===== src/sfb_params.svh =====
// Purpose: constants of the status flag bit-operation block
// Assumes: 32-bit AHB-Lite data, word registers
// Notes:   flag positions and offsets are fixed here and nowhere else
`ifndef SFB_PARAMS_SVH
`define SFB_PARAMS_SVH

`define SFB_ADDR_FLAGS     32'h0000_0000
`define SFB_ADDR_CMD       32'h0000_0004
`define SFB_ADDR_GPR_BASE  32'h0000_0020
`define SFB_ADDR_GPR_LAST  32'h0000_003c
`define SFB_WORD_ALIGN     2'h0
`define SFB_GPR_IDX_HI     4
`define SFB_GPR_IDX_LO     2
`define SFB_NUM_GPR        8
`define SFB_CMD_W          11

`define SFB_FLAG_C         3'h0
`define SFB_FLAG_Z         3'h1
`define SFB_FLAG_N         3'h2
`define SFB_FLAG_V         3'h3
`define SFB_FLAG_S         3'h4
`define SFB_FLAG_H         3'h5
`define SFB_FLAG_T         3'h6
`define SFB_FLAG_I         3'h7

`define SFB_FLAGS_RST      8'h00
`define SFB_GPR_RST        8'h00
`define SFB_CMD_RST        11'h000
`define SFB_RDATA_RST      32'h0000_0000

`endif


===== src/sfb_pkg.sv =====
// Purpose: types of the status flag bit-operation block
// Assumes: sfb_params.svh holds every number
// Notes:   operation codes follow declaration order
package sfb_pkg;

  typedef enum logic [4:0] {
    OP_NOP,
    OP_GEN_RAISE,
    OP_GEN_LOWER,
    OP_REGBIT_TO_TBIT,
    OP_TBIT_TO_REGBIT,
    OP_CARRY_SET,
    OP_CARRY_CLEAR,
    OP_NEG_SET,
    OP_NEG_CLEAR,
    OP_ZERO_SET,
    OP_ZERO_CLEAR,
    OP_IRQ_ENABLE,
    OP_IRQ_DISABLE,
    OP_SIGN_SET,
    OP_SIGN_CLEAR,
    OP_OVF_SET,
    OP_OVF_CLEAR,
    OP_TBIT_RAISE,
    OP_TBIT_LOWER,
    OP_HC_RAISE,
    OP_HC_LOWER
  } sfb_op_type;

  typedef struct packed {
    logic [2:0] reg_idx;
    logic [2:0] bit_idx;
    sfb_op_type op;
  } sfb_cmd_type;

  typedef struct packed {
    logic       wr_en;
    logic [2:0] idx;
    logic       val;
  } sfb_flag_req_type;

  typedef enum logic [1:0] {
    SEL_NONE,
    SEL_FLAGS,
    SEL_CMD,
    SEL_GPR
  } sfb_sel_type;

endpackage : sfb_pkg


===== src/sfb_flag_unit.sv =====
// Purpose: shared flag write datapath for every flag operation
// Assumes: caller qualifies exec with a command write
// Notes:   purely combinational; the caller registers the result
`timescale 1ns/1ps
`include "sfb_params.svh"

module sfb_flag_unit
  import sfb_pkg::*;
(
  // command
  input  wire logic        exec,
  input  wire sfb_cmd_type cmd,
  input  wire logic        src_bit,
  // flags
  input  wire logic [7:0]  flags_in,
  output logic [7:0]       flags_out
);

  // dedicated ops are only aliases of the generic raise/lower path
  function automatic sfb_flag_req_type to_req(input sfb_cmd_type c, input logic sb);
    sfb_flag_req_type r;
    r = '{wr_en: 1'b1, idx: c.bit_idx, val: 1'b0};
    case (c.op)
      OP_GEN_RAISE:      r.val = 1'b1;                                 // RULE_10
      OP_GEN_LOWER:      r.val = 1'b0;                                 // RULE_10
      OP_REGBIT_TO_TBIT: r = '{wr_en: 1'b1, idx: `SFB_FLAG_T, val: sb}; // RULE_11
      OP_CARRY_SET:      r = '{wr_en: 1'b1, idx: `SFB_FLAG_C, val: 1'b1}; // RULE_02
      OP_CARRY_CLEAR:    r = '{wr_en: 1'b1, idx: `SFB_FLAG_C, val: 1'b0}; // RULE_02
      OP_NEG_SET:        r = '{wr_en: 1'b1, idx: `SFB_FLAG_N, val: 1'b1}; // RULE_03
      OP_NEG_CLEAR:      r = '{wr_en: 1'b1, idx: `SFB_FLAG_N, val: 1'b0}; // RULE_03
      OP_ZERO_SET:       r = '{wr_en: 1'b1, idx: `SFB_FLAG_Z, val: 1'b1}; // RULE_04
      OP_ZERO_CLEAR:     r = '{wr_en: 1'b1, idx: `SFB_FLAG_Z, val: 1'b0}; // RULE_04
      OP_IRQ_ENABLE:     r = '{wr_en: 1'b1, idx: `SFB_FLAG_I, val: 1'b1}; // RULE_05
      OP_IRQ_DISABLE:    r = '{wr_en: 1'b1, idx: `SFB_FLAG_I, val: 1'b0}; // RULE_05
      OP_SIGN_SET:       r = '{wr_en: 1'b1, idx: `SFB_FLAG_S, val: 1'b1}; // RULE_06
      OP_SIGN_CLEAR:     r = '{wr_en: 1'b1, idx: `SFB_FLAG_S, val: 1'b0}; // RULE_06
      OP_OVF_SET:        r = '{wr_en: 1'b1, idx: `SFB_FLAG_V, val: 1'b1}; // RULE_07
      OP_OVF_CLEAR:      r = '{wr_en: 1'b1, idx: `SFB_FLAG_V, val: 1'b0}; // RULE_07
      OP_TBIT_RAISE:     r = '{wr_en: 1'b1, idx: `SFB_FLAG_T, val: 1'b1}; // RULE_08
      OP_TBIT_LOWER:     r = '{wr_en: 1'b1, idx: `SFB_FLAG_T, val: 1'b0}; // RULE_08
      OP_HC_RAISE:       r = '{wr_en: 1'b1, idx: `SFB_FLAG_H, val: 1'b1}; // RULE_09
      OP_HC_LOWER:       r = '{wr_en: 1'b1, idx: `SFB_FLAG_H, val: 1'b0}; // RULE_09
      default:           r.wr_en = 1'b0;
    endcase
    return r;
  endfunction : to_req

  sfb_flag_req_type req;

  always_comb begin
    req       = to_req(cmd, src_bit);
    flags_out = flags_in;
    if (exec && req.wr_en) begin
      flags_out[req.idx] = req.val; // RULE_12
    end
  end

endmodule : sfb_flag_unit


===== src/sfb_top.sv =====
// Purpose: status flag bit operations behind an AHB-Lite register slave
// Assumes: single slave, word transfers only, response always OKAY
// Notes:   a command executes in the data phase of its write
// Notes on behaviour
// RULE_01: tbit_to_reg_bit_op copies transfer flag into chosen dest_reg bit, flags unchanged, one cycle.
// RULE_02: carry_set_op sets carry, carry_clear_op clears it; nothing else, one cycle.
// RULE_03: negative_set_op sets negative flag, negative_clear_op clears it; one cycle.
// RULE_04: zero_set_op sets zero flag, zero_clear_op clears it; one cycle.
// RULE_05: irq_enable_op sets global interrupt enable, irq_disable_op clears it; one cycle.
// RULE_06: sign_set_op sets signed test flag, sign_clear_op clears it; one cycle.
// RULE_07: overflow_set_op sets overflow flag, overflow_clear_op clears it; one cycle.
// RULE_08: tbit_raise_op sets transfer flag, tbit_lower_op clears it; one cycle.
// RULE_09: half_carry_raise_op sets half carry, half_carry_lower_op clears it; one cycle.
// RULE_10: generic raise/lower writes 1/0 to the flag picked by the index; one cycle.
// RULE_11: reg_bit_to_tbit_op copies chosen source_reg bit into transfer flag; one cycle.
// RULE_12: opcodes and flag positions are chosen here; dedicated ops reuse generic path.
`timescale 1ns/1ps
`include "sfb_params.svh"

module sfb_top
  import sfb_pkg::*;
(
  // clock and reset
  input  wire logic        hclk,
  input  wire logic        hresetn,
  // ahb-lite slave
  input  wire logic        hsel,
  input  wire logic [31:0] haddr,
  input  wire logic [1:0]  htrans,
  input  wire logic        hwrite,
  input  wire logic [2:0]  hsize,
  input  wire logic [31:0] hwdata,
  input  wire logic        hready,
  output logic [31:0]      hrdata,
  output logic             hreadyout,
  output logic             hresp,
  // core state
  output logic [7:0]       status_flags,
  output logic             irq_enable
);

  function automatic sfb_sel_type decode(input logic [31:0] a);
    if (a == `SFB_ADDR_FLAGS) begin
      return SEL_FLAGS;
    end else if (a == `SFB_ADDR_CMD) begin
      return SEL_CMD;
    end else if (a >= `SFB_ADDR_GPR_BASE && a <= `SFB_ADDR_GPR_LAST && a[1:0] == `SFB_WORD_ALIGN) begin
      return SEL_GPR;
    end
    return SEL_NONE;
  endfunction : decode

  function automatic logic [7:0] bit_mask(input logic [2:0] idx);
    return 8'h01 << idx;
  endfunction : bit_mask

  // state
  logic [7:0]      flags_q, flags_d;
  logic [7:0]      gpr_q [`SFB_NUM_GPR];
  logic [7:0]      gpr_d [`SFB_NUM_GPR];
  sfb_cmd_type     last_cmd_q, last_cmd_d;
  logic            dph_wr_q, dph_wr_d;
  sfb_sel_type     sel_q, sel_d;
  logic [2:0]      gidx_q, gidx_d;
  logic [31:0]     hrdata_q, hrdata_d;
  logic            irq_en_q;
  logic            hreadyout_q;
  logic            hresp_q;

  // decode
  logic            aph_valid;
  sfb_sel_type     aph_sel;
  logic [2:0]      aph_gidx;
  logic            exec_go;
  sfb_cmd_type     cmd_w;
  logic            src_bit;
  logic [7:0]      flags_unit;

  assign aph_valid = hsel && htrans[1] && hready;
  assign aph_sel   = decode(haddr);
  assign aph_gidx  = haddr[`SFB_GPR_IDX_HI:`SFB_GPR_IDX_LO];
  assign exec_go   = dph_wr_q && (sel_q == SEL_CMD);
  assign cmd_w     = sfb_cmd_type'(hwdata[`SFB_CMD_W-1:0]);
  assign src_bit   = gpr_q[cmd_w.reg_idx][cmd_w.bit_idx];

  sfb_flag_unit i_sfb_flag_unit (
    .exec      (exec_go),
    .cmd       (cmd_w),
    .src_bit   (src_bit),
    .flags_in  (flags_q),
    .flags_out (flags_unit)
  );

  always_comb begin
    dph_wr_d   = aph_valid && hwrite;
    sel_d      = aph_valid ? aph_sel : SEL_NONE;
    gidx_d     = aph_gidx;
    last_cmd_d = exec_go ? cmd_w : last_cmd_q;
    flags_d    = flags_unit; // RULE_12
    gpr_d      = gpr_q;
    if (dph_wr_q && sel_q == SEL_FLAGS) begin
      flags_d = hwdata[7:0];
    end
    if (dph_wr_q && sel_q == SEL_GPR) begin
      gpr_d[gidx_q] = hwdata[7:0];
    end
    if (exec_go && cmd_w.op == OP_TBIT_TO_REGBIT) begin
      gpr_d[cmd_w.reg_idx][cmd_w.bit_idx] = flags_q[`SFB_FLAG_T]; // RULE_01
    end
    // reads see the next values so a write right before a read is not stale
    hrdata_d = `SFB_RDATA_RST;
    if (aph_valid && !hwrite) begin
      case (aph_sel)
        SEL_FLAGS: hrdata_d = {24'h00_0000, flags_d};
        SEL_CMD:   hrdata_d = {21'h00_0000, last_cmd_d};
        SEL_GPR:   hrdata_d = {24'h00_0000, gpr_d[aph_gidx]};
        default:   hrdata_d = `SFB_RDATA_RST;
      endcase
    end
  end

  always_ff @(posedge hclk or negedge hresetn) begin
    if (!hresetn) begin
      flags_q     <= `SFB_FLAGS_RST;
      last_cmd_q  <= `SFB_CMD_RST;
      dph_wr_q    <= 1'b0;
      sel_q       <= SEL_NONE;
      gidx_q      <= 3'h0;
      hrdata_q    <= `SFB_RDATA_RST;
      irq_en_q    <= 1'b0;
      hreadyout_q <= 1'b0;
      hresp_q     <= 1'b0;
    end else begin
      flags_q     <= flags_d;
      last_cmd_q  <= last_cmd_d;
      dph_wr_q    <= dph_wr_d;
      sel_q       <= sel_d;
      gidx_q      <= gidx_d;
      hrdata_q    <= hrdata_d;
      irq_en_q    <= flags_d[`SFB_FLAG_I]; // RULE_05
      hreadyout_q <= 1'b1;
      hresp_q     <= 1'b0;
    end
  end

  genvar gi;
  generate
    for (gi = 0; gi < `SFB_NUM_GPR; gi++) begin : g_gpr
      always_ff @(posedge hclk or negedge hresetn) begin
        if (!hresetn) begin
          gpr_q[gi] <= `SFB_GPR_RST;
        end else begin
          gpr_q[gi] <= gpr_d[gi];
        end
      end
    end
  endgenerate

  assign hrdata       = hrdata_q;
  assign hreadyout    = hreadyout_q;
  // never an error, but still taken from a flop like every other output
  assign hresp        = hresp_q;
  assign status_flags = flags_q;
  assign irq_enable   = irq_en_q;

  property p_rule01;
    @(posedge hclk) disable iff (!hresetn)
    exec_go && cmd_w.op == OP_TBIT_TO_REGBIT |=>
      gpr_q[last_cmd_q.reg_idx][last_cmd_q.bit_idx] == $past(flags_q[`SFB_FLAG_T]) && flags_q == $past(flags_q);
  endproperty
  a_rule01: assert property (p_rule01) else $error("transfer flag not copied into register bit"); // RULE_01

  property p_rule02;
    @(posedge hclk) disable iff (!hresetn)
    exec_go && (cmd_w.op == OP_CARRY_SET || cmd_w.op == OP_CARRY_CLEAR) |=>
      flags_q[`SFB_FLAG_C] == (last_cmd_q.op == OP_CARRY_SET)
      && (flags_q | bit_mask(`SFB_FLAG_C)) == ($past(flags_q) | bit_mask(`SFB_FLAG_C));
  endproperty
  a_rule02: assert property (p_rule02) else $error("carry op gave wrong flags"); // RULE_02

  property p_rule03;
    @(posedge hclk) disable iff (!hresetn)
    exec_go && (cmd_w.op == OP_NEG_SET || cmd_w.op == OP_NEG_CLEAR) |=>
      flags_q[`SFB_FLAG_N] == (last_cmd_q.op == OP_NEG_SET)
      && (flags_q | bit_mask(`SFB_FLAG_N)) == ($past(flags_q) | bit_mask(`SFB_FLAG_N));
  endproperty
  a_rule03: assert property (p_rule03) else $error("negative flag op gave wrong flags"); // RULE_03

  property p_rule04;
    @(posedge hclk) disable iff (!hresetn)
    exec_go && (cmd_w.op == OP_ZERO_SET || cmd_w.op == OP_ZERO_CLEAR) |=>
      flags_q[`SFB_FLAG_Z] == (last_cmd_q.op == OP_ZERO_SET)
      && (flags_q | bit_mask(`SFB_FLAG_Z)) == ($past(flags_q) | bit_mask(`SFB_FLAG_Z));
  endproperty
  a_rule04: assert property (p_rule04) else $error("zero flag op gave wrong flags"); // RULE_04

  property p_rule05;
    @(posedge hclk) disable iff (!hresetn)
    exec_go && (cmd_w.op == OP_IRQ_ENABLE || cmd_w.op == OP_IRQ_DISABLE) |=>
      irq_enable == (last_cmd_q.op == OP_IRQ_ENABLE) && irq_enable == flags_q[`SFB_FLAG_I]
      && (flags_q | bit_mask(`SFB_FLAG_I)) == ($past(flags_q) | bit_mask(`SFB_FLAG_I));
  endproperty
  a_rule05: assert property (p_rule05) else $error("interrupt enable op failed"); // RULE_05

  property p_rule06;
    @(posedge hclk) disable iff (!hresetn)
    exec_go && (cmd_w.op == OP_SIGN_SET || cmd_w.op == OP_SIGN_CLEAR) |=>
      flags_q[`SFB_FLAG_S] == (last_cmd_q.op == OP_SIGN_SET)
      && (flags_q | bit_mask(`SFB_FLAG_S)) == ($past(flags_q) | bit_mask(`SFB_FLAG_S));
  endproperty
  a_rule06: assert property (p_rule06) else $error("signed test flag op gave wrong flags"); // RULE_06

  property p_rule07;
    @(posedge hclk) disable iff (!hresetn)
    exec_go && (cmd_w.op == OP_OVF_SET || cmd_w.op == OP_OVF_CLEAR) |=>
      flags_q[`SFB_FLAG_V] == (last_cmd_q.op == OP_OVF_SET)
      && (flags_q | bit_mask(`SFB_FLAG_V)) == ($past(flags_q) | bit_mask(`SFB_FLAG_V));
  endproperty
  a_rule07: assert property (p_rule07) else $error("overflow flag op gave wrong flags"); // RULE_07

  property p_rule08;
    @(posedge hclk) disable iff (!hresetn)
    exec_go && (cmd_w.op == OP_TBIT_RAISE || cmd_w.op == OP_TBIT_LOWER) |=>
      flags_q[`SFB_FLAG_T] == (last_cmd_q.op == OP_TBIT_RAISE)
      && (flags_q | bit_mask(`SFB_FLAG_T)) == ($past(flags_q) | bit_mask(`SFB_FLAG_T));
  endproperty
  a_rule08: assert property (p_rule08) else $error("transfer flag op gave wrong flags"); // RULE_08

  property p_rule09;
    @(posedge hclk) disable iff (!hresetn)
    exec_go && (cmd_w.op == OP_HC_RAISE || cmd_w.op == OP_HC_LOWER) |=>
      flags_q[`SFB_FLAG_H] == (last_cmd_q.op == OP_HC_RAISE)
      && (flags_q | bit_mask(`SFB_FLAG_H)) == ($past(flags_q) | bit_mask(`SFB_FLAG_H));
  endproperty
  a_rule09: assert property (p_rule09) else $error("half carry op gave wrong flags"); // RULE_09

  property p_rule10;
    @(posedge hclk) disable iff (!hresetn)
    exec_go && (cmd_w.op == OP_GEN_RAISE || cmd_w.op == OP_GEN_LOWER) |=>
      flags_q[last_cmd_q.bit_idx] == (last_cmd_q.op == OP_GEN_RAISE)
      && (flags_q | bit_mask(last_cmd_q.bit_idx)) == ($past(flags_q) | bit_mask(last_cmd_q.bit_idx));
  endproperty
  a_rule10: assert property (p_rule10) else $error("generic flag op gave wrong flags"); // RULE_10

  property p_rule11;
    @(posedge hclk) disable iff (!hresetn)
    exec_go && cmd_w.op == OP_REGBIT_TO_TBIT |=> flags_q[`SFB_FLAG_T] == $past(src_bit)
      && (flags_q | bit_mask(`SFB_FLAG_T)) == ($past(flags_q) | bit_mask(`SFB_FLAG_T));
  endproperty
  a_rule11: assert property (p_rule11) else $error("register bit not stored into transfer flag"); // RULE_11

endmodule : sfb_top


===== config.mk =====
export PLATFORM = sky130hd
export DESIGN_NAME = sfb_top
export DESIGN_NICKNAME = d
export VERILOG_FILES = /design/src/sfb_pkg.sv /design/src/sfb_flag_unit.sv /design/src/sfb_top.sv
export VERILOG_INCLUDE_DIRS = /design/src
export SDC_FILE = /design/constraint.sdc
export NUM_CORES = 1
export LEC_CHECK = 0
export BUFFER_PORTS_ARGS = -buffer_cell sky130_fd_sc_hd__buf_4
export CAP_MARGIN = 25
export CORE_MARGIN = 2
export CORE_UTILIZATION = 39
export DETAILED_ROUTE_END_ITERATION = 16
export PLACE_DENSITY = 0.56
export SYNTH_ARGS = -nofsm -noshare
export SYNTH_HDL_FRONTEND = slang
export SYNTH_HIERARCHICAL = 1
export SYNTH_SLANG_ARGS = --single-unit

===== constraint.sdc =====
create_clock -name hclk -period 5 [get_ports hclk]
set_input_delay 0.25 -clock hclk [delete_from_list [all_inputs] [get_ports hclk]]
set_output_delay 0.25 -clock hclk [all_outputs]
set_load 0.005 [all_outputs]

# Yosys cells after proc, flatten, opt, wreduce, memory -nomap -nowiden
# Index checks and enable logic that the tools add are counted.
dict set report totals {
  ff_bits 123
  output_inout_bits 43
  latch_bits 0
  ramBits 0
  romBits 0
  inputBits 74
  memories 0
  wordCells 124
}
dict set report classes {
  n_eq_ne 27
  n_bitwise 3
  n_addsub 0
  n_lt_le_gt_ge 11
  n_mux 37
  div_mod_pow 0
  n_reduce_logical 28
  n_shift 0
  multipliers 0
}
# operator count
set ops {}
lappend ops {{bitwise mux 64 bit} 2}
lappend ops {{two-way mux 64 bit} 2}
lappend ops {{two-way mux 8 bit} 8}
lappend ops {{binary-select mux 8 bit (select 3 bit)} 2}
lappend ops {{demux 8 bit (select 3 bit)} 2}
lappend ops {{== test 5 x 4 -> 1 bit (second input constant)} 8}
lappend ops {{one-hot mux 11 bit (3 select lines)} 1}
lappend ops {{== test 32 x 3 -> 1 bit (second input constant)} 1}
lappend ops {{greater-or-equal comparator 32 x 6 -> 1 bit (second input constant)} 1}
lappend ops {{less-or-equal comparator 32 x 6 -> 1 bit (second input constant)} 1}
lappend ops {{logical NOT 32 bit} 1}
lappend ops {{== test 5 bit (second input constant)} 5}
lappend ops {{one-hot mux 3 bit (8 select lines)} 1}
lappend ops {{two-way mux 11 bit} 2}
lappend ops {{== test 5 x 3 -> 1 bit (second input constant)} 4}
lappend ops {{OR reduction 19 bit} 1}
lappend ops {{logical AND 1 bit} 15}
lappend ops {{OR reduction 2 bit} 7}
lappend ops {{greater-or-equal comparator 4 bit (second input constant)} 3}
lappend ops {{inverter 3 -> 4 bit} 3}
lappend ops {{== test 5 x 2 -> 1 bit (second input constant)} 2}
lappend ops {{two-way mux 2 bit} 5}
lappend ops {{OR reduction 9 bit} 1}
lappend ops {{bitwise mux 8 bit} 1}
lappend ops {{13 further kinds} 27}

# Logic depth before layout (Yosys ltp)
# Gate-level depths: netlist (run 1).
dict set report logic_depth {
  depth_word 14
  mapped_depth 18
  ltp_nobuf 16
}

# By module
# The synthesis (run 1) kept the hierarchy.
# module area_per_inst_um2 seq_area_each_um2 cells_each n_inst
set by_module_without_submodules {}
lappend by_module_without_submodules {sfb_top 6618.8 2527.4 676 1}
lappend by_module_without_submodules {sfb_flag_unit 483.0 0.0 57 1}

# Worst setup path after synthesis (run 1)
# No wires, ideal clock.
dict set report synth_timing {
  kind {input-to-reg}
  start {input port hwdata[10]}
  end {register hrdata_q[1], in the netlist hrdata[1]}
  slack_ps 1590
  t_arrival_ps 3289
  path_stages 15
  n_path_buf 3
  setup_time_ps 122
  t_required_ps 4878
  path_cell_list {clkbuf_1 buf_1 clkbuf_1 mux4_2 mux2i_1 o22ai_1 nor2_1 nand3_1 inv_1 a41oi_1 mux2_2 mux2_2 a22o_1 a32o_1 a32o_1}
}
dict set report synth_via {
  elab_chain_len 12
  elab_cells_between_ends 22
  classes_between {2 x order compare; 18 x mux; 1 x bitwise; 1 x reduce/logical}
}
# element line
set synth_rtl {}
lappend synth_rtl {{start, declared} sfb_top.sv:32} ;# input wire logic [31:0] hwdata,
lappend synth_rtl {{inverter 3 -> 4 bit (not written as such)} sfb_top.sv:84} ;# assign src_bit = gpr_q[cmd_w.reg_idx][cmd_w.bit_idx];
lappend synth_rtl {{binary-select mux 8 bit (select 3 bit)} sfb_top.sv:84}
lappend synth_rtl {{two-way mux 8 bit (not written as such) (2 in series)} sfb_top.sv:84}
lappend synth_rtl {{binary-select mux 1 bit (select 3 bit)} sfb_top.sv:84}
lappend synth_rtl {{two-way mux 1 bit (not written as such)} sfb_top.sv:84}
lappend synth_rtl {{named net src_bit} sfb_top.sv:76} ;# logic src_bit;
lappend synth_rtl {{one-hot mux 1 bit (2 select lines)} sfb_flag_unit.sv:23} ;# case (c.op)
lappend synth_rtl {{bitwise mux 8 bit} sfb_flag_unit.sv:54} ;# flags_out[req.idx] = req.val;
lappend synth_rtl {{two-way mux 8 bit} sfb_flag_unit.sv:53} ;# if (exec && req.wr_en) begin
lappend synth_rtl {{named net flags_unit[1]} sfb_top.sv:77} ;# logic [7:0] flags_unit;
lappend synth_rtl {{two-way mux 8 bit} sfb_top.sv:101} ;# if (dph_wr_q && sel_q == SEL_FLAGS) begin
lappend synth_rtl {{named net flags_d[1]} sfb_top.sv:58} ;# logic [7:0] flags_q, flags_d;
lappend synth_rtl {{one-hot mux 11 bit (3 select lines)} sfb_top.sv:113} ;# case (aph_sel)
lappend synth_rtl {{two-way mux 11 bit} sfb_top.sv:112} ;# if (aph_valid && !hwrite) begin
lappend synth_rtl {{named net hrdata_d[1]} sfb_top.sv:65} ;# logic [31:0] hrdata_q, hrdata_d;
lappend synth_rtl {{end signal, assigned} sfb_top.sv:129} ;# hrdata_q <= `SFB_RDATA_RST;
lappend synth_rtl {{end signal, assigned} sfb_top.sv:139} ;# hrdata_q <= hrdata_d;
lappend synth_rtl {{end, declared} sfb_top.sv:65}
# The timed path passes the listed nets, and every way through them passes these cells. The select of a mux whose other input is x is not followed.

# Final worst setup path (run 1)
dict set report layout_timing {
  start {input port hwdata[10]}
  end {register hrdata_q[3], in the netlist hrdata[3]}
}
# The elaborated chain is that of the path after synthesis.

==> results.md, run 1 <==
* Max IR drop VDD at 172.8 uV
* CTS Buf Count at 9
* Count leader, synth: dfrtp_1
* Worst slew pin tran at 1.102 ns
* Synthesized netlist cell count at 733
* Worst Path Required at 5.26 ns
* Placed cells at 987
* Final Max Slew Viols at 0
* Worst slew margin at 25.99%
* Post-cts sizing count at 0
* Power per Cell Area at 224.4 nW/um2
* Final setup vio count at 0
* Max FO, Critical Path at 42
* Die W at 138.9 um
* Initial DRC count at 689
* Total Routed Length at 24.59 mm
* DRC at 0
* Maxcap violations at 0
* Post-route antenna net violation count at 0
* I/O Pins at 117
* Post-layout min period at 3.708 ns
* Hold Slack at 0.07220 ns
* Skew-Pair Late Insertion Delay at 0.36 ns
* Overall routing resource usage at 25.34%
* Critical Path, Cell by Cell: buf_4 -> mux2i_1 -> mux4_2 -> o21ai_0 -> a21oi_1 -> nand3_1 -> inv_1 -> a41oi_1 -> mux2_2 -> mux2_2 -> a22oi_1 -> nor4_1 -> o22ai_1 -> a21oi_1
* Maximum clock frequency at 269.7 MHz
* Period utilization at 74.16%
* Critical path's slowest cell: a41oi_1
* Path type of the worst setup path: input pin to register
* Ranking of synthesized cells by area: dfrtp_1 (36%), mux2i_1 (13%), mux2_2 (5.7%)
* Core ar. at 17900 um2
* Yosys top cell by area: dfrtp_1
* Layout cell share with drive strength beyond 1 at 22.29%
* CTS Buffer Depth at 2
* CP peak stage delay at 0.65 ns
* Reg2Reg Setup Slack at 1.36 ns
* Leak Pwr at 0.003220 uW
* Sequential area share after synthesis at 35.59%
* Clock Tree Root: clkbuf_16
* Post-synth EDFFs at 0
* Non-filler instance count after layout at 1005
* Layout area overhead at 11.94%
* Final instance area at 7950 um2
* Syn avg cell area at 9.689 um2
* Wire per inst at 24.47 um
* H-tree levels at 3
* CTS tree: built
* Asr flop ratio synth at 100.0%
* Setup Skew at 0.008371 ns
* Total number of vias at 6309
* #FFs+latches synth at 101
* Yosys cell types at 83
* Post-layout util at 44.41%
* Die Area at 19310 um2
* Routed vias/inst at 6.278
* Mapped Area at 7102 um2
* Crit end category: register
* Ant diodes at 0
* Placed wire-length estimate at 16.24 mm
* Initial antenna violation count at 0
* Fillers at 1747
* Router iterations before antenna repair at 7
* Reg2reg end: hrdata[4]
* RSZ-0062 raised after global routing: no
* GRT overflow at 0
* Largest net degree at the start of global routing at 63
* Post-CTS setup repair buffer count at 0
* Worst r2r src: gpr_q[0]
* FF-to-FF path depth at 13
* Status: finished clean
* Setup TNS at 0 ns
* Final Hold Fails at 0
* Die Ht at 138.9 um
* Top_reg_cell synth: dfrtp_1
* Vias in the first global route at 6365
* Total number of yosys warnings at 6
* Yosys top cell area share at 35.59%
* Port Buf Inserts at 69
* GPL Wtd Cong at 0.9183
* Tightest Hold Check Type: input pin to register
* Hold-fix buffers, CTS at 1
* # rows at 49
* CP arrival at 3.97 ns
* Most frequent cells after synthesis: dfrtp_1 (101), mux2i_1 (93), nor2_1 (62)
* Nets at 846
* Hold Path End: gidx_q[2]
* Worst-path clk slew at 0.06 ns
* Post-DP Area at 7629 um2
* Initial Util at 39.67%
* First-pass GRT wire length at 37.54 mm
* CTS Sinks at 101
* Startpoint types: input pin
* Hold path cells at 1
* Hold_sp: haddr[4]
-- flip-flops by register name, summed over array words and instances (netlist names) --
name / cells
hreadyout: 1
last_cmd_q: 11
gpr_q: 64
status_flags: 8
dph_wr_q: 1
sel_q: 2
gidx_q: 3
hrdata: 11
-- cells in the final DEF, fill, tap and decap left out, types with 5 or more instances in the layout --
cell type,count
nor2_2,7
nor3b_1,5
and2_1,6
nor3_1,11
mux4_2,11
nand3b_1,9
nor4_1,12
nand2b_1,5
a22o_1,5
mux2_2,36
or3_1,6
and3_1,6
nand3_1,15
conb_1,23
o21ai_0,31
a32o_1,6
buf_4,79
nand4_1,7
o211ai_1,10
a21boi_0,6
a22oi_1,7
nor2_1,62
o22ai_1,6
o31a_1,5
nand2_1,51
dfrtp_1,101
inv_1,6
a21oi_1,42
mux2i_1,93
clkbuf_16,9
a211o_1,6
nor2b_1,7
-- layout make-up --
type	count	area [um2]	share of cell area [%]
clock buffers	11	252.7	3.179
well taps	229	286.5	3.604
inverters	9	33.78	0.4249
multi-input cells	570	4195	52.77
flip-flops and latches	101	2527	31.79
repair buffers	81	630.6	7.932
clock inverters	4	23.77	0.2990
-- metal layers --
metal	vias to the layer above	wire length, um	track usage (%)	part of all wire, %
met2	362	11280	39.67	46
li1	2775	-	-	-
met4	0	892	11.54	3.6
met1	3107	10250	34.16	42
met5	-	0	0	0
met3	65	2170	4.834	8.8
-- how the worst max path moves through the flow --
stage | depth (start not counted) | startpoint | end
CTS | 13 | gpr_q[0] | hrdata[4]
finish | 14 | hwdata[10] | hrdata[3]
floorplan | 15 | hwdata[10] | hrdata[1]
detailed placement | 14 | hwdata[9] | hrdata[4]
global route | 14 | hwdata[10] | hrdata[3]
global placement | 14 | hwdata[10] | hrdata[3]
-- per-stage QoR --
step | worst slack [ns] | power [uW]
3_5_place_dp | 1.050 | 1108
4_1_cts | 1.398 | 1789
5_1_grt | 1.076 | 1852
3_3_place_gp | 1.089 | 1103
2_1_floorplan | 1.590 | 1016
6_report | 1.292 | 1784
-- kinds of logic after synthesis --
kind of cell | share of synthesized area (%)
and+or+nand+nor | 18.38
AOI/OAI and AO/OA | 16.74
muxes | 22.62
DFF | 35.59
buffers and inverters | 6.448
other | 0.1057
xor gates and xnor gates | 0.1233
-- worst max-delay path, delay by kind of cell --
kind / cells / cell delay (ns)
AOI/OAI and AO/OA: 6 / 1.38
muxes: 4 / 1.10
buffers and inverters: 2 / 0.53
and+or+nand+nor: 2 / 0.67
-- where the power goes --
| part | total (uW) | switching (uW) | internal [uW] |
|---|---|---|---|
| sequential | 840 | 7.95 | 832 |
| clock | 683 | 322 | 361 |
| combinational | 262 | 166 | 96.0 |
| total | 1780 | 495 | 1290 |
(Power assumes the default switching activity.)
==> inputs of run 2 (changes only) <==
PLACE_DENSITY = 0.58   (was 0.56)
clock period = 3 ns   (was 5 ns; I/O delays follow)
==> run 2 against run 1 <==
Net effect: the run now ends with setup timing left; total power is 78% higher; non-clock buffer count is 96 higher; combinational power is 100% higher; clock skew is 0.0058 ns higher; critical path depth is 1 lower; utilization is 5.1 points higher; routed wire length is 11% higher; final cell count is 9.8% higher; sequential cell count stayed put; critical path type is now register to register; largest power group unchanged.
==> results.md, run 2 (synthesis gave the netlist of run 1 again) <==
* Status: complete, but fails checks
* Failing checks: setup timing
* Max IR drop VDD at 296.8 uV (+72%)
* Sequential share of power at 44.2% (-2.9 points)
* Period utilization at 105.2%
* Total number of vias at 6758 (+7.1%)
* Layout area overhead at 24.89%
* Crit path max-delay family: multiplexers
* Leak Pwr at 0.003774 uW (+17%)
* Routed vias/inst at 6.127 (-2.4%)
* Switching power at 892.1 uW (+80%)
* Setup Skew at 0.01415 ns (+0.005778 ns)
* FF-to-FF path depth at 13 (unchanged)
* # rows at 49 (unchanged)
* Maximum clock frequency at 316.9 MHz
* Reg2reg end: hrdata[1]
* Total Routed Length at 27.21 mm (+11%)
* Clk pwr share at 39.3% (+1.0 points)
* Clock Tree Root: clkbuf_16
* CTS Buffer Depth at 2 (unchanged)
* Wire per inst at 24.67 um (+0.81%)
* Post-layout min period at 3.156 ns
* Reg2Reg Setup Slack at -0.16 ns (-1.52 ns)
* Internal power at 2280 uW (+77%)
* Overall routing resource usage at 28.30% (+3.0 points)
* Crit end category: register
* Setup crit start: gpr_q[5]
* Hold_sp: hwrite
* Layout cell share with drive strength beyond 1 at 32.88% (+11 points)
* Worst slew margin at 51.19% (+25 points)
* Sw Share at 28.12% (+0.35 points)
* Post-layout util at 49.55% (+5.1 points)
* Critical path's slowest cell: mux4_2
* Core ar. at 17900 um2 (unchanged)
* CP arrival at 3.41 ns (-0.56 ns)
* DRC at 0 (unchanged)
* Path type of the worst setup path: register to register
* Bufs and invs on worst path at 2 (unchanged)
* Startpoint types: register
* Final Worst Setup Slack at -0.1558 ns (-1.448 ns)
* Tightest Hold Check Type: input pin to register
* Die Ht at 138.9 um (unchanged)
* CTS Sinks at 101 (unchanged)
* CTS tree: built
* Final Hold Fails at 0 (unchanged)
* Worst Path Required at 3.25 ns (-2.01 ns)
* Worst r2r src: gpr_q[5]
* GPL Wtd Cong at 1.068 (+16%)
* Nets at 942 (+11%)
* Combinational share of power at 16.5% (+1.8 points)
* Max FFs per register at 64 (unchanged)
* Vias in the first global route at 6913 (+8.6%)
* Max FO, Critical Path at 5 (-88%)
* Power per Cell Area at 357.7 nW/um2 (+59%)
* Port Buf Inserts at 69 (unchanged)
* Most frequent cells in the layout: buf_4 (170), dfrtp_1 (101), mux2i_1 (90)
* Largest reg by FF count: gpr_q
* Die W at 138.9 um (unchanged)
* Skew-Pair Late Insertion Delay at 0.38 ns (+0.02 ns)
* Placed wire-length estimate at 19.53 mm (+20%)
* Worst-path clk slew at 0.08 ns (+0.02 ns)
* RSZ-0062 raised after global routing: yes
* GRT overflow at 0 (unchanged)
* Largest net degree at the start of global routing at 98 (+56%)
* Post-route antenna net violation count at 0 (unchanged)
* Commonest non-fill, non-tap cell in the layout: buf_4
* Fillers at 1693 (-3.1%)
* CTS Buf Count at 9 (unchanged)
* Initial antenna violation count at 0 (unchanged)
* First-pass GRT wire length at 41.66 mm (+11%)
* Router iterations before antenna repair at 5 (-2)
* Hold path cells at 2 (+1)
* Critical Path, Cell by Cell: mux4_2 -> mux2i_2 -> o21ai_0 -> nor2_1 -> nand3_1 -> inv_1 -> a41oi_2 -> buf_4 -> mux2_4 -> mux2_4 -> a22o_1 -> a32o_1 -> a32o_1
* Hold Path End: dph_wr_q
* Initial DRC count at 682 (-1.0%)
* Worst slew pin tran at 0.7265 ns (-0.3752 ns)
* Die Area at 19310 um2 (unchanged)
* I/O Pins at 117 (unchanged)
* Maxcap violations at 0 (unchanged)
* CP peak stage delay at 0.49 ns (-0.16 ns)
* Final setup vio count at 6 (+6)
* Final Max Slew Viols at 0 (unchanged)
* Initial Util at 39.67% (unchanged)
* Setup WS pre-CTS at -0.4236 ns (-1.474 ns)
* H-tree levels at 3 (unchanged)
-- run 2: cell count changes in the layout (fill, tap and decap cells not counted), moves of 3 or more --
cell / before / now
buf_4: 79 / 170
mux2_4: 0 / 8
mux2_2: 36 / 29
buf_12: 0 / 4
a22oi_1: 7 / 4
a22oi_2: 0 / 3
mux2i_1: 93 / 90
-- run 2: stage by stage --
stage / instances / total power [uW] / TNS (ns) / cell area [um2] / hold WS [ns]
2_1_floorplan: 754 / 1695 / 0 / 7192 / -0.1456
3_3_place_gp: 1080 / 1916 / -2.249 / 8377 / -0.03461
3_5_place_dp: 1080 / 1920 / -2.458 / 8377 / -0.03221
4_1_cts: 1101 / 3163 / -0.5124 / 8795 / 0.02559
5_1_grt: 1102 / 3272 / -1.053 / 8867 / 0.02648
6_report: 1103 / 3172 / -0.5859 / 8870 / 0.03398
-- run 2: worst register-to-register path, cell delays in order (launching register included) --
cell and delay, ns:
dfrtp_1 0.40, mux4_2 0.49, mux2i_2 0.18, o21ai_0 0.10, nor2_1 0.15, nand3_1 0.12, inv_1 0.09, a41oi_2 0.12
buf_4 0.19, mux2_4 0.25, mux2_4 0.27, a22o_1 0.22, a32o_1 0.22, a32o_1 0.24
-- run 2: repair_timing --
action / 4_1_cts / 5_1_grt
pin swaps: 11 / 10
hold endpoints to repair: 103 / 0
hold buffers: 3 / 0
gates resized for setup: 15 / 17
buffers inserted: 2 / 2
endpoints found under the setup margin: 8 / 8
-- run 2: final cells by class --
cell class / instances / area [um2] / area share [%]
Multi-Input combinational cell: 570 / 4332 / 48.84
Inverter: 9 / 33.78 / 0.3809
Tap cell: 229 / 286.5 / 3.230
Sequential cell: 101 / 2527 / 28.49
Clock buffer: 11 / 242.7 / 2.737
Antenna cell: 1 / 2.502 / 0.02821
Timing Repair Buffer: 177 / 1386 / 15.63
Clock inverter: 5 / 58.81 / 0.6630
-- run 2: metal layers --
metal,vias up,global-route usage (%),routed length (um)
met4,0,16.11,1407
li1,2972,-,-
met3,81,4.731,2355
met1,3321,37.47,11050
met5,-,0,0
met2,384,44.05,12390
-- run 2: worst max-delay path by stage --
stage | to | slack, ns | cells past startpoint
6_report | hrdata[1] | -0.16 | 13
5_1_grt | hrdata[1] | -0.21 | 13
4_1_cts | hrdata[1] | -0.14 | 13
3_5_place_dp | hrdata[4] | -0.42 | 14
3_3_place_gp | hrdata[4] | -0.42 | 14
2_1_floorplan | hrdata[1] | 0.03 | 15
-- run 2: power by group through the flow --
stage	clock network [uW]	registers, uW	logic (uW)
floorplan	0	1420	272
global placement	0	1430	489
detailed placement	0	1430	492
CTS	1250	1400	508
global route	1310	1400	557
finish	1250	1400	523
